<file path="src/verilog/ckg_consts.svh">
// constants of the clock guard and reset sequencer
`ifndef CKG_CONSTS_SVH
`define CKG_CONSTS_SVH
`define CKG_CTRL_IDX 10'h0d1
`define CKG_STAT_IDX 10'h0d2
`define CKG_CTRL_RESET 8'h40
`define CKG_OSC_OFF_BIT 2
`define CKG_SHORT_DELAY 16'h0800
`define CKG_LONG_DELAY 16'h8000
`define CKG_FETCH_LAST 1'h1
`define CKG_RESET_VECTOR 12'hffe
`define CKG_TMR_DIV 4'hc
`define CKG_CPU_DIV 4'hd
`define CKG_GUARD_MIN 4'h3
`define CKG_MISS_CYC 8'h10
`define CKG_WDOG_PULSE 3'h4
`endif

</file>
<file path="src/verilog/ckg_pkg.sv">
// types of the clock guard and reset sequencer
package ckg_pkg;
   typedef enum logic [1:0] {
      CKG_RUN,
      CKG_HOLD,
      CKG_DELAY,
      CKG_FETCH
   } ckg_state_t;

   typedef struct packed {
      logic in_reset;
      logic stack_clear;
      logic vector_fetch;
      logic pc_load;
      logic pullup_inputs;
      logic nmi_mode;
   } ckg_core_t;
endpackage

</file>
<file path="src/verilog/ckg_top.sv">
// clock guard, backup oscillator switch-over and reset sequencer
//
// Overview of operation
// - guard drops clock edges above maximum rate
// - backup oscillator only with guard option
// - backup starts one period after missing edge
// - backup clock drives core like main clock
// - power-on delay counted on backup until main
// - backup stops once main oscillator runs
// - control bit 2 stops main, guard only
// - other control bits feed the converter
// - low supply holds static reset when enabled
// - low supply reset drives reset pin low
// - pin, watchdog and low supply reset
// - delay 2048 or 32768, then 2-cycle fetch
// - reset clears stack, loads vector 0ffe
// - reset enters nmi mode until return
// - pin low extended by full internal delay
// - hold reset while pin low, then delay
// - pin reset: halt, pull-up inputs, restart osc
// - pin reset in stop: start osc, pull-ups
// - watchdog end-of-count restarts as pin reset
// - watchdog pulses reset pin only briefly
// - divide internal clock by 12 and 13
//
// Local design decision: register access over APB.
`include "ckg_consts.svh"
`timescale 1ns/10ps
module ckg_top
#(
   parameter logic [15:0] LONG_DELAY = `CKG_LONG_DELAY,
   parameter logic [7:0] MISS_CYC = `CKG_MISS_CYC
)
(
   input wire logic pclk,
   input wire logic presetn,
   input wire logic psel,
   input wire logic penable,
   input wire logic pwrite,
   input wire logic [11:0] paddr,
   input wire logic [31:0] pwdata,
   output logic [31:0] prdata,
   output logic pready,
   output logic pslverr,
   input wire logic main_osc_in,
   input wire logic backup_osc_in,
   input wire logic clock_guard_option,
   input wire logic low_voltage_detector_option,
   input wire logic long_delay_option,
   input wire logic reset_pin_in,
   input wire logic wdog_eoc,
   input wire logic low_supply,
   input wire logic stop_mode,
   input wire logic return_from_interrupt_instr,
   output logic reset_pin_out,
   output logic reset_pin_oe,
   output logic main_osc_enable,
   output logic backup_osc_enable,
   output logic int_clk_tick,
   output logic timer_tick,
   output logic cpu_tick,
   output logic osc_restart,
   output ckg_pkg::ckg_core_t core,
   output logic [11:0] pc_value,
   output logic [6:0] converter_ctrl
);
   import ckg_pkg::*;

   // ********************************************************
   // signals
   // ********************************************************
   ckg_state_t state_q;
   logic pin_s1_q;
   logic pin_s2_q;
   logic lv_s1_q;
   logic lv_s2_q;
   logic main_q;
   logic main_qq;
   logic back_q;
   logic back_qq;
   logic main_edge;
   logic back_edge;
   logic [7:0] miss_cnt_q;
   logic main_running_q;
   logic backup_on_q;
   logic sel_backup_q;
   logic raw_edge;
   logic [3:0] guard_cnt_q;
   logic tick;
   logic [3:0] div12_q;
   logic [3:0] div13_q;
   logic [15:0] cnt_q;
   logic [15:0] delay_last;
   logic hold_src;
   logic lv_active;
   logic [2:0] wd_cnt_q;
   logic [7:0] ctrl_q;
   logic guard_stop;
   logic wr_en;
   logic hit_ctrl;
   logic hit_stat;

   // ********************************************************
   // input synchronisers
   // ********************************************************
   always_ff @(posedge pclk or negedge presetn)
   begin
      if (!presetn)
      begin
         pin_s1_q <= 1'b1;
         pin_s2_q <= 1'b1;
         lv_s1_q <= 1'b0;
         lv_s2_q <= 1'b0;
      end
      else
      begin
         pin_s1_q <= reset_pin_in;
         pin_s2_q <= pin_s1_q;
         lv_s1_q <= low_supply;
         lv_s2_q <= lv_s1_q;
      end
   end

   // ********************************************************
   // oscillator edge detection
   // ********************************************************
   always_ff @(posedge pclk or negedge presetn)
   begin
      if (!presetn)
      begin
         main_q <= 1'b0;
         main_qq <= 1'b0;
         back_q <= 1'b0;
         back_qq <= 1'b0;
      end
      else
      begin
         main_q <= main_osc_in;
         main_qq <= main_q;
         back_q <= backup_osc_in;
         back_qq <= back_q;
      end
   end

   assign main_edge = main_q & ~main_qq;
   assign back_edge = back_q & ~back_qq;

   // ********************************************************
   // missing edge watch and backup oscillator control
   // ********************************************************
   always_ff @(posedge pclk or negedge presetn)
   begin
      if (!presetn)
      begin
         miss_cnt_q <= 8'h00;
         main_running_q <= 1'b0;
      end
      else if (main_edge)
      begin
         miss_cnt_q <= 8'h00;
         main_running_q <= 1'b1;
      end
      else if (miss_cnt_q != MISS_CYC)
      begin
         miss_cnt_q <= miss_cnt_q + 8'h01;
      end
      else
      begin
         main_running_q <= 1'b0;
      end
   end

   always_ff @(posedge pclk or negedge presetn)
   begin
      if (!presetn)
      begin
         backup_on_q <= 1'b0;
      end
      else
      begin
         // only with the guard, and only while main is absent
         backup_on_q <= clock_guard_option & ~main_running_q;
      end
   end

   // source changes on an edge of the new source, or back to main at once without the guard option
   always_ff @(posedge pclk or negedge presetn)
   begin
      if (!presetn)
      begin
         sel_backup_q <= 1'b0;
      end
      else if (!clock_guard_option || main_edge)
      begin
         sel_backup_q <= 1'b0;
      end
      else if (backup_on_q && back_edge)
      begin
         sel_backup_q <= 1'b1;
      end
   end

   // ********************************************************
   // internal clock and guard filter
   // ********************************************************
   assign raw_edge = sel_backup_q ? back_edge : main_edge;
   assign tick = raw_edge &
                 (~clock_guard_option ||
                  guard_cnt_q >= `CKG_GUARD_MIN);

   always_ff @(posedge pclk or negedge presetn)
   begin
      if (!presetn)
      begin
         guard_cnt_q <= 4'h0;
      end
      else if (tick)
      begin
         guard_cnt_q <= 4'h1;
      end
      else if (guard_cnt_q < `CKG_GUARD_MIN)
      begin
         guard_cnt_q <= guard_cnt_q + 4'h1;
      end
   end

   always_ff @(posedge pclk or negedge presetn)
   begin
      if (!presetn)
      begin
         int_clk_tick <= 1'b0;
      end
      else
      begin
         int_clk_tick <= tick;
      end
   end

   // ********************************************************
   // dividers for timer and cpu cycle
   // ********************************************************
   always_ff @(posedge pclk or negedge presetn)
   begin
      if (!presetn)
      begin
         div12_q <= 4'h0;
         timer_tick <= 1'b0;
      end
      else
      begin
         timer_tick <= tick && (div12_q == `CKG_TMR_DIV - 4'h1);
         if (tick)
         begin
            div12_q <= (div12_q == `CKG_TMR_DIV - 4'h1) ? 4'h0 :
                       div12_q + 4'h1;
         end
      end
   end

   always_ff @(posedge pclk or negedge presetn)
   begin
      if (!presetn)
      begin
         div13_q <= 4'h0;
         cpu_tick <= 1'b0;
      end
      else
      begin
         cpu_tick <= tick && (div13_q == `CKG_CPU_DIV - 4'h1);
         if (tick)
         begin
            div13_q <= (div13_q == `CKG_CPU_DIV - 4'h1) ? 4'h0 :
                       div13_q + 4'h1;
         end
      end
   end

   // ********************************************************
   // reset sequencer
   // ********************************************************
   assign lv_active = low_voltage_detector_option & lv_s2_q;
   assign hold_src = ~pin_s2_q | lv_active;
   assign delay_last = (long_delay_option ? LONG_DELAY :
                        `CKG_SHORT_DELAY) - 16'h0001;

   // power-on starts in the delay, counted on whichever clock ticks
   always_ff @(posedge pclk or negedge presetn)
   begin
      if (!presetn)
      begin
         state_q <= CKG_DELAY;
         cnt_q <= 16'h0000;
      end
      else if (hold_src)
      begin
         state_q <= CKG_HOLD;
         cnt_q <= 16'h0000;
      end
      else
      begin
         case (state_q)
            CKG_HOLD:
            begin
               state_q <= CKG_DELAY;
               cnt_q <= 16'h0000;
            end
            CKG_DELAY:
            begin
               if (tick && cnt_q == delay_last)
               begin
                  state_q <= CKG_FETCH;
                  cnt_q <= 16'h0000;
               end
               else if (tick)
               begin
                  cnt_q <= cnt_q + 16'h0001;
               end
            end
            CKG_FETCH:
            begin
               if (tick && cnt_q[0] == `CKG_FETCH_LAST)
               begin
                  state_q <= CKG_RUN;
                  cnt_q <= 16'h0000;
               end
               else if (tick)
               begin
                  cnt_q <= cnt_q + 16'h0001;
               end
            end
            CKG_RUN:
            begin
               if (wdog_eoc)
               begin
                  state_q <= CKG_DELAY;
                  cnt_q <= 16'h0000;
               end
            end
            default:
            begin
               state_q <= CKG_DELAY;
               cnt_q <= 16'h0000;
            end
         endcase
      end
   end

   // ********************************************************
   // reset pin drive
   // ********************************************************
   always_ff @(posedge pclk or negedge presetn)
   begin
      if (!presetn)
      begin
         wd_cnt_q <= 3'h0;
      end
      else if (state_q == CKG_RUN && wdog_eoc && !hold_src)
      begin
         wd_cnt_q <= `CKG_WDOG_PULSE;
      end
      else if (wd_cnt_q != 3'h0)
      begin
         wd_cnt_q <= wd_cnt_q - 3'h1;
      end
   end

   always_ff @(posedge pclk or negedge presetn)
   begin
      if (!presetn)
      begin
         reset_pin_oe <= 1'b0;
         reset_pin_out <= 1'b0;
      end
      else
      begin
         reset_pin_oe <= lv_active || wd_cnt_q != 3'h0;
         reset_pin_out <= 1'b0;
      end
   end

   // ********************************************************
   // core side outputs
   // ********************************************************
   always_ff @(posedge pclk or negedge presetn)
   begin
      if (!presetn)
      begin
         core <= '0;
         pc_value <= `CKG_RESET_VECTOR;
         osc_restart <= 1'b0;
      end
      else
      begin
         core.in_reset <= state_q != CKG_RUN;
         core.stack_clear <= state_q != CKG_RUN;
         core.vector_fetch <= state_q == CKG_FETCH;
         core.pc_load <= state_q == CKG_FETCH && tick &&
                         cnt_q[0] == `CKG_FETCH_LAST;
         core.pullup_inputs <= state_q == CKG_HOLD ||
                               state_q == CKG_DELAY;
         if (state_q != CKG_RUN)
         begin
            core.nmi_mode <= 1'b1;
         end
         else if (return_from_interrupt_instr)
         begin
            core.nmi_mode <= 1'b0;
         end
         pc_value <= `CKG_RESET_VECTOR;
         // stop mode or a stopped oscillator is woken by reset
         osc_restart <= state_q == CKG_HOLD &&
                        (stop_mode || ctrl_q[`CKG_OSC_OFF_BIT]);
      end
   end

   assign guard_stop = clock_guard_option & ctrl_q[`CKG_OSC_OFF_BIT];

   always_ff @(posedge pclk or negedge presetn)
   begin
      if (!presetn)
      begin
         main_osc_enable <= 1'b1;
         backup_osc_enable <= 1'b0;
      end
      else
      begin
         main_osc_enable <= ~guard_stop || state_q != CKG_RUN;
         backup_osc_enable <= backup_on_q;
      end
   end

   // ********************************************************
   // apb slave
   // ********************************************************
   assign hit_ctrl = paddr == {`CKG_CTRL_IDX, 2'b00};
   assign hit_stat = paddr == {`CKG_STAT_IDX, 2'b00};
   assign wr_en = psel & penable & pready & pwrite & hit_ctrl;

   always_ff @(posedge pclk or negedge presetn)
   begin
      if (!presetn)
      begin
         ctrl_q <= `CKG_CTRL_RESET;
      end
      else if (state_q != CKG_RUN)
      begin
         ctrl_q <= `CKG_CTRL_RESET;
      end
      else if (wr_en)
      begin
         ctrl_q <= pwdata[7:0];
      end
   end

   always_ff @(posedge pclk or negedge presetn)
   begin
      if (!presetn)
      begin
         converter_ctrl <= 7'h00;
      end
      else
      begin
         converter_ctrl <= {ctrl_q[7:3], ctrl_q[1:0]};
      end
   end

   always_ff @(posedge pclk or negedge presetn)
   begin
      if (!presetn)
      begin
         pready <= 1'b0;
         pslverr <= 1'b0;
         prdata <= 32'h0000_0000;
      end
      else
      begin
         pready <= psel & ~penable;
         pslverr <= psel & ~penable & ~hit_ctrl &
                    ~(hit_stat & ~pwrite);
         if (psel && !penable && !pwrite && hit_ctrl)
         begin
            prdata <= {24'h00_0000, ctrl_q};
         end
         else if (psel && !penable && !pwrite && hit_stat)
         begin
            prdata <= {26'h000_0000, core.nmi_mode,
                       state_q != CKG_RUN, sel_backup_q,
                       main_running_q, backup_on_q, lv_active};
         end
         else if (psel && !penable)
         begin
            prdata <= 32'h0000_0000;
         end
      end
   end
endmodule

</file>
<file path="config.mk">
export PLATFORM = sky130hd
export DESIGN_NAME = ckg_top
export DESIGN_NICKNAME = d
export VERILOG_FILES = /design/src/verilog/ckg_pkg.sv /design/src/verilog/ckg_top.sv
export VERILOG_INCLUDE_DIRS = /design/src /design/src/verilog
export SDC_FILE = /design/constraint.sdc
export NUM_CORES = 1
export LEC_CHECK = 0
export BUFFER_PORTS_ARGS = -buffer_cell sky130_fd_sc_hd__buf_2
export CAP_MARGIN = 10
export CORE_ASPECT_RATIO = 1.2
export CORE_MARGIN = 1.5
export CORE_UTILIZATION = 57
export CTS_BUF_LIST = sky130_fd_sc_hd__clkbuf_8
export DETAILED_ROUTE_END_ITERATION = 7
export GPL_TIMING_DRIVEN = 0
export PLACE_DENSITY = 0.95
export SLEW_MARGIN = 5
export SYNTH_ARGS = -nofsm -noshare
export SYNTH_HDL_FRONTEND = slang
export SYNTH_SLANG_ARGS = --single-unit
</file>
<file path="constraint.sdc">
create_clock -name pclk -period 5.05 [get_ports pclk]
set_clock_uncertainty 0.2 [all_clocks]
set_input_delay 0.2525 -clock pclk [delete_from_list [all_inputs] [get_ports pclk]]
set_output_delay 0.2525 -clock pclk [all_outputs]
set_load 0.01 [all_outputs]
</file>
# --- After elaboration in Yosys (flattened, before gate mapping) ---
# Cells that the tools add are included.
word_totals:
  ff_bits: 113
  latchBits: 0
  mem_bits_rw: 0
  rom_bits: 0
  out_inout_bits: 67
  memories: 0
classes:
  n_addsub: 7
  multipliers: 0
  div_mod_pow: 0
  magnitude_cmp: 2
  eq_ne: 13
  shifts: 0
  n_mux: 32
  bitwise: 25
  reduce_logical: 35
ops:
  columns: ["operator", "count"]
  rows:
  - ["$mux 16", 6]
  - ["$mux 32", 3]
  - ["$pmux 16 s4", 1]
  - ["$mux 8", 4]
  - ["$eq 12x10->1 const B", 2]
  - ["$add 16x1->16 const B", 1]
  - ["$eq 16x16->1", 1]
  - ["$mux 4", 4]
  - ["$sub 16x1->16 const B", 1]
  - ["$and 1x1->1", 14]
  - ["$logic_and 1x1->1", 14]
  - ["$reduce_bool 2->1", 7]
  - ["$add 4x1->4 const B", 3]
  - ["$not 1->1", 10]
  - ["$ne 3x3->1 const B", 3]
  - ["$add 8x1->8 const B", 1]
  - ["$eq 4x4->1 const B", 2]
  - ["$mux 2", 4]
  - ["$ne 8x5->1 const B", 1]
  - ["$pmux 2 s4", 1]
  - ["$mux 1", 7]
  - ["$logic_or 1x1->1", 6]
  - ["$mux 3", 2]
  - ["$reduce_bool 3->1", 2]
  - ["other kinds (10)", 14]

# --- Longest topological paths before layout ---
# Gate-level depths: netlist of the first run.
depth:
  ltp_word: 8
  ltp_mapped: 8

# --- Worst setup path before layout of the first run ---
# Ideal clock, no wire load.
synth_timing:
  path_kind: "flip-flop to flip-flop"
  from: "register guard_cnt_q[0]"
  to: "register cnt_q[6]"
  setup_time_ns: 0.071
  arrival_ns: 2.098
  required_ns: 4.779
  slack_ns: 2.681
  path_stages_with_launch: 9
  n_path_buf: 1
  period_less_slack_ns: 2.369
  path_cell_list: "dfrtp_1 -> ha_1 -> or3_1 -> o2bb2ai_1 -> inv_2 -> a31oi_1 -> o21ai_2 -> buf_2 -> nor2_1"
synth_between:
  elab_chain_cells: 7
  word_cells_on_any_way: 10
  classes_between: "order compare (1); mux (5); bitwise (1); reduce/logical (3)"
synth_lines:
  columns: ["element", "line_no", "source"]
  rows:
  - ["from (decl)", "ckg_top.sv:88", "logic [3:0] guard_cnt_q;"]
  - ["from (signal assigned)", "ckg_top.sv:223", "guard_cnt_q <= guard_cnt_q + 4'h1;"]
  - ["$ge 4x2->1 (no line) (*)", null, null]
  - ["$logic_or 1x1->1 (no line) (*)", null, null]
  - ["$and 1x1->1 (*)", "ckg_top.sv:207", "assign tick = raw_edge &"]
  - ["$mux 16, or another cell as far along", null, null]
  - ["$mux 16, on equally long branches", "ckg_top.sv:321, ckg_top.sv:309", null]
  - ["$pmux 16 s4 (*)", "ckg_top.sv:301", "case (state_q)"]
  - ["$mux 16 (*)", "ckg_top.sv:294", "else if (hold_src)"]
  - ["to (signal assigned)", "ckg_top.sv:316", "cnt_q <= cnt_q + 16'h0001;"]
  - ["to (signal assigned)", "ckg_top.sv:328", "cnt_q <= cnt_q + 16'h0001;"]
  - ["to (decl)", "ckg_top.sv:92", "logic [15:0] cnt_q;"]
# Mark *: on every way between the ends. The rest lies on a longest branch, timed or not.
# A chain may end at the register's enable or synchronous reset.

# --- Worst setup path after layout of the first run ---
# Same ends and word-level chain as after synthesis.

==> flow_summary.yaml, run 1 <==
route:
  ant_nets: 0
  drt_first_pass_iters: 4
  routed_wirelength_mm: 10.2
  routedWlPerCell_um: 16.9
  vias_per_cell: 5.51
  drt_iter0_drc: 245
  drc: 0
  vias: 3331
floorplanning:
  row_count: 33
  fp.dieW_um: 80.7
  initial_core_util: 0.596
  num_io_pins: 126
  dieArea_um2: 7770
  core_area_um2: 6940
  die_h_um: 96.3
placed_design:
  placed_cell_area_um2: 4720
  hpwl_mm: 6.52
  routabilityCongestion: 0.853
  dp.cells: 572
  portBuffers: 64
  place_ws_ps: 2280
clock_network:
  h-tree-depth: 3
  clk_path_buf_depth: 2
  numCtsBuffers: 9
  cts_tree: "built"
  cts_resized: 0
  root_buffer: "clkbuf_8"
  clkSinkCount: 89
  worstSkewPairLatency_ps: 370
  path_clk_slew_ps: 80
global_route:
  grt_pass1_vias: 3316
  antenna_found_initial: 0
  grt_pass1_wl_mm: 16.1
  gr-total-overflow: 0
  grt_usage: 0.282
  grt_max_degree: 59
timing:
  layout_setup_ws_ps: 2220
  fmax_mhz: 353
  slew_headroom: 0.306
  hold_viol_final: 0
  slew_viol_final: 0
  hold_ws_ps: 54.2
  min_period_ps: 2830
  rsz0062_at_grt: "false"
  setup_tns_ps: 0
  fin_crit_sh: 0.561
  setup_viol: 0
  tightestPinTransition_ps: 1030
synth:
  ys_top_cells_by_area: "dfrtp_1 51%, buf_4 6.9%, ha_1 4.2%, nor2_1 3.9%, dfstp_2 3.2%"
  synth_top_area_cell: "dfrtp_1"
  synth-seq-area-share: 0.540
  synth_area_um2: 4130
  ys.flop_type: "dfrtp_1"
  synth-seq-cells: 89
  synth_cells: 385
  synth_edf_count: 0
  async_flop_share: 1.00
  synth_top_area_share: 0.509
  synth_cell_types: 59
  avgSynthCellArea_um2: 10.7
  ys_warn_count: 0
pwr:
  p_per_area_nw_per_um2: 351
  vdd_ir_drop_max_v: 0.000220
  power.total_mw: 1.78
  p_leak_nw: 2.60
layout:
  n_antenna_cell: 0
  finish.instance_area_um2: 5090
  final_util: 0.733
  fin_cells: 604
  final_nets: 585
  fillers: 405
  drive_gt1_frac: 0.261
  area_growth_pct: 23.1
setup_path:
  rrSetupSlack_ps: 2220
  critPathMaxFanout: 10
  cp-start-kind: "flop"
  criticalPathCategory: "flop to flop"
  cpPeakStageDelay_ps: 450
  cp_slowest_cell: "or3_1"
  cp_cell_sequence: "ha_1, or3_1, o2bb2ai_1, inv_2, a31oi_1, o21ai_2, buf_2, nor2_1"
  crit_arrival_ps: 2920
  cp_num_buf_inv: 2
  cpLargestDelayFamily: "compound AO/OA/AOI/OAI gates"
  end_kind: "flop"
  worst_ep_required_time_ps: 5140
worst_hold_path:
  worst_hold_path_type: "input pin to flop"
run_status:
  status: "completed"
run:
  drv_cap: 0
-- layout by cell type (no fill, tap or decap), types with 4 or more instances in the layout --
cell type      instances
buf_4                 39
buf_2                 65
nor3_1                 7
a222oi_1               4
nor2_1                43
mux2i_1                8
nand2_1               26
nand3_1               17
ha_1                  14
inv_1                 20
a21oi_1                6
clkbuf_8              10
dlygate4sd3_1         16
and3_1                 7
dfrtp_1               84
o21ai_0               13
xor2_1                11
conb_1                37
nand4_1                5
xnor2_1               11
nand2b_1               4
dfstp_2                5
-- worst paths after layout --
kind | start | cells after the start | end
max | guard_cnt_q[0] | 8 | cnt_q[6]
min | paddr[3] | 4 | pslverr
max reg2reg | guard_cnt_q[0] | 8 | cnt_q[6]
min reg2reg | lv_s1_q | 0 | lv_s2_q
max in group asynchronous | presetn | 3 | state_q[1]
min in group asynchronous | presetn | 2 | lv_s2_q
-- tightest hold or removal path: stages --
cell,delay (ps)
buf_2,80
nand2_1,70
a21oi_1,130
nor2_1,40
-- sequential cells by signal, summed over array words and instances, names as in the netlist, 2 cells and up --
name / flops
cnt_q: 16
converter_ctrl: 7
core: 5
ctrl_q: 8
div12_q: 4
div13_q: 4
guard_cnt_q: 4
miss_cnt_q: 8
prdata: 8
state_q: 2
wd_cnt_q: 3
-- power breakdown --
part | switching [mW] | internal [mW] | leakage, nW
registers | 0.0796 | 0.799 | 1.15
logic | 0.232 | 0.168 | 1.35
clock network | 0.261 | 0.244 | 0.103
-- kinds of logic after synthesis --
family                     share of synthesized area
muxes                                         0.0248
xor gates and xnor gates                      0.0466
and+or+nand+nor                                0.161
DFF                                            0.540
AOI/OAI and AO/OA                             0.0848
buffers and inverters                         0.0978
other                                        0.00182
adders and majority gates                     0.0424
-- area by class of cell --
| cell class | instances | area [um^2] | share of cell area |
|---|---|---|---|
| flip-flops and latches | 89 | 2230 | 0.439 |
| multi-input cells | 264 | 1630 | 0.320 |
| repair buffers | 81 | 510 | 0.100 |
| plain buffers | 45 | 322 | 0.0632 |
| clock buffers | 10 | 138 | 0.0271 |
| well taps | 87 | 109 | 0.0214 |
| inverters | 22 | 82.6 | 0.0162 |
| clock inverters | 6 | 65.1 | 0.0128 |
-- cells in the mapped netlist, types with 3 or more instances --
library cell / instances
nor3_1: 7
dfstp_2: 5
buf_4: 38
or3_1: 3
a21o_1: 3
o21ai_0: 13
inv_1: 20
mux2i_1: 8
a21oi_1: 6
xor2_1: 11
clkbuf_1: 3
nand2_1: 26
ha_1: 14
nand3_1: 17
nand2b_1: 4
nand4_1: 5
or4_1: 3
dfrtp_1: 84
and4_1: 3
nor2b_1: 3
a222oi_1: 4
nor2_1: 43
and3_1: 7
xnor2_1: 11
-- routing by layer --
layer / GRT usage / vias to the layer above / part of all wire
met5: 0 / - / 0
met4: 0.172 / 0 / 0.044
met3: 0.0957 / 45 / 0.066
met2: 0.499 / 180 / 0.54
met1: 0.285 / 1606 / 0.35
li1: - / 1500 / -
-- repair_timing --
item	in CTS	in global routing
setup buffers	0	0
hold endpoints to repair	49	0
hold buffers	16	0
endpoints found under the setup margin	0	0
Note: power is estimated with default switching activity, not from simulation.
==> run 2, diff against run 1 <==
--- a/config.mk
+++ b/config.mk
@@ -10,11 +10,11 @@
 export CAP_MARGIN = 10
 export CORE_ASPECT_RATIO = 1.2
 export CORE_MARGIN = 1.5
-export CORE_UTILIZATION = 57
+export CORE_UTILIZATION = 53
 export CTS_BUF_LIST = sky130_fd_sc_hd__clkbuf_8
 export DETAILED_ROUTE_END_ITERATION = 7
 export GPL_TIMING_DRIVEN = 0
-export PLACE_DENSITY = 0.95
+export PLACE_DENSITY = 0.91
 export SLEW_MARGIN = 5
 export SYNTH_ARGS = -nofsm -noshare
 export SYNTH_HDL_FRONTEND = slang
==> constraint.sdc (replaced) <==
create_clock -name pclk -period 2.9 [get_ports pclk]
set_clock_uncertainty 0.2 [all_clocks]
set_input_delay 0.145 -clock pclk [delete_from_list [all_inputs] [get_ports pclk]]
set_output_delay 0.145 -clock pclk [all_outputs]
set_load 0.01 [all_outputs]
==> run 2 against run 1 <==
Design area increased by 1.5%. Utilization decreased by 5.6 points. Setup slack got worse by 2000 ps. Worst hold slack got worse by 30 ps. Critical path depth unchanged. Non-clock buffer count increased by 5. Sequential share of layout area decreased by 0.63 points. Critical endpoint is now cnt_q[15]. Global-route usage decreased by 2.1 points. Flip-flop and latch count unchanged. Largest cell class unchanged. Highest routed layer unchanged.
==> flow_summary.yaml, run 2 (synthesis results as in run 1) <==
setup_path:
  crit_arrival_ps: 2790
  critPathMaxFanout: 10
  end_kind: "flop"
  cp_cell_sequence: "ha_1, or3_1, o2bb2ai_1, inv_2, a31oi_4, o21ai_2, buf_2, nor2_1"
  criticalPathCategory: "flop to flop"
  worst_ep_required_time_ps: 2980
  cpPeakStageDelay_ps: 470
  cp_slowest_cell: "or3_1"
  cp-start-kind: "flop"
layout:
  layout_commonest_cell: "dfrtp_1"
  regMostFlops: "cnt_q"
  final_nets: 590
  fillers: 470
  n_antenna_cell: 0
  area_growth_pct: 24.9
  largest_register_ffs: 16
  final_cell_mix: "84 x dfrtp_1, 65 x buf_2, 43 x nor2_1"
  final_util: 0.677
  drive_gt1_frac: 0.262
global_route:
  grt_usage: 0.262
  antenna_found_initial: 0
  grt_max_degree: 50
  gr-total-overflow: 0
  grt_pass1_vias: 3599
  grt_pass1_wl_mm: 17.3
floorplanning:
  core_area_um2: 7620
  row_count: 35
  die_h_um: 99.7
  initial_core_util: 0.542
  num_io_pins: 126
  fp.dieW_um: 83.6
  dieArea_um2: 8340
timing:
  rsz0062_at_grt: "false"
  fmax_mhz: 368
  tightestPinTransition_ps: 1010
  setup_viol: 0
  slew_headroom: 0.323
  min_period_ps: 2710
  layout_setup_ws_ps: 185
  setup_tns_ps: 0
  fin_crit_sh: 0.936
  hold_viol_final: 0
  slew_viol_final: 0
worst_hold_path:
  worst_hold_path_type: "input pin to flop"
placed_design:
  hpwl_mm: 6.13
  place_ws_ps: 137
  routabilityCongestion: 0.790
  portBuffers: 64
pwr:
  p_per_area_nw_per_um2: 607
  power.total_mw: 3.13
  p_leak_nw: 2.62
  vdd_ir_drop_max_v: 0.000540
route:
  drc: 0
  drt_first_pass_iters: 7
  routed_wirelength_mm: 11.2
  drt_iter0_drc: 231
  vias: 3485
  ant_nets: 0
  vias_per_cell: 5.68
  routedWlPerCell_um: 18.2
clock_network:
  clk_path_buf_depth: 2
  path_clk_slew_ps: 100
  worstSkewPairLatency_ps: 370
  cts_tree: "built"
  h-tree-depth: 3
  numCtsBuffers: 9
  clkSinkCount: 89
  root_buffer: "clkbuf_8"
run:
  drv_cap: 0
run_status:
  status: "completed"
run 2: cell count changes in the layout (fill, tap and decap cells not counted), sizes merged:
cell	before	now
clkinvlp	1	3
inv	23	22
dlygate4sd3	16	21
clkinv	3	2
run 2: what timing repair did:
item                       4_1_cts  5_1_grt
resized for setup                0        4
setup endpoints to repair        0       11
hold buffers                    21        0
hold endpoints to repair        66        0
setup buffers                    0        0
run 2: metrics by stage:
| step | cells | cell area, um^2 | hold slack, ps |
|---|---|---|---|
| detailed placement | 577 | 4730 | -38.4 |
| global placement | 576 | 4700 | 52.5 |
| finish | 614 | 5160 | 23.9 |
| global route | 614 | 5160 | 30.6 |
| CTS | 614 | 5140 | 5.25 |
| floorplan | 420 | 4260 | -351 |
run 2: where the power goes:
part,switching [mW],leakage [nW],internal (mW)
Clock,0.457,0.0949,0.423
Sequential,0.143,1.15,1.39
Combinational,0.414,1.37,0.303
run 2: routing by layer:
metal  vias up  global-route usage  part of all wire  wire length [um]
li1       1506                   -                 -                 -
met5         -                   0                 0                 0
met4         0               0.160             0.051               565
met3        58              0.0531             0.068               760
met2       223               0.479              0.52              5840
met1      1698               0.276              0.36              4000
run 2: worst max-delay path, delay by kind of cell, from the launching register on:
kind | cells | cell delay, ps
compound gates | 3 | 730
simple gates | 2 | 610
buf+inv | 2 | 450
flops | 1 | 410
fa+ha+maj | 1 | 240
run 2: cell type report:
cell class              count  area, um^2  area share
plain buffers              45         323      0.0626
clock inverters             6        66.3      0.0129
repair buffers             86         561       0.109
inverters                  22        82.6      0.0160
clock buffers              10         138      0.0267
flip-flops and latches     89        2230       0.433
multi-input cells         264        1640       0.318
well taps                  92         115      0.0223
run 2: path summary, 6_finish.rpt:
kind / from / slack [ps] / end / depth (start not counted)
max: guard_cnt_q[0] / 190 / cnt_q[15] / 8
min: pwrite / 20 / prdata[6] / 3
max reg2reg: guard_cnt_q[0] / 190 / cnt_q[15] / 8
min reg2reg: pin_s1_q / 160 / pin_s2_q / 0
max in group asynchronous: presetn / 1680 / main_osc_enable / 3
min in group asynchronous: presetn / 130 / lv_s2_q / 2
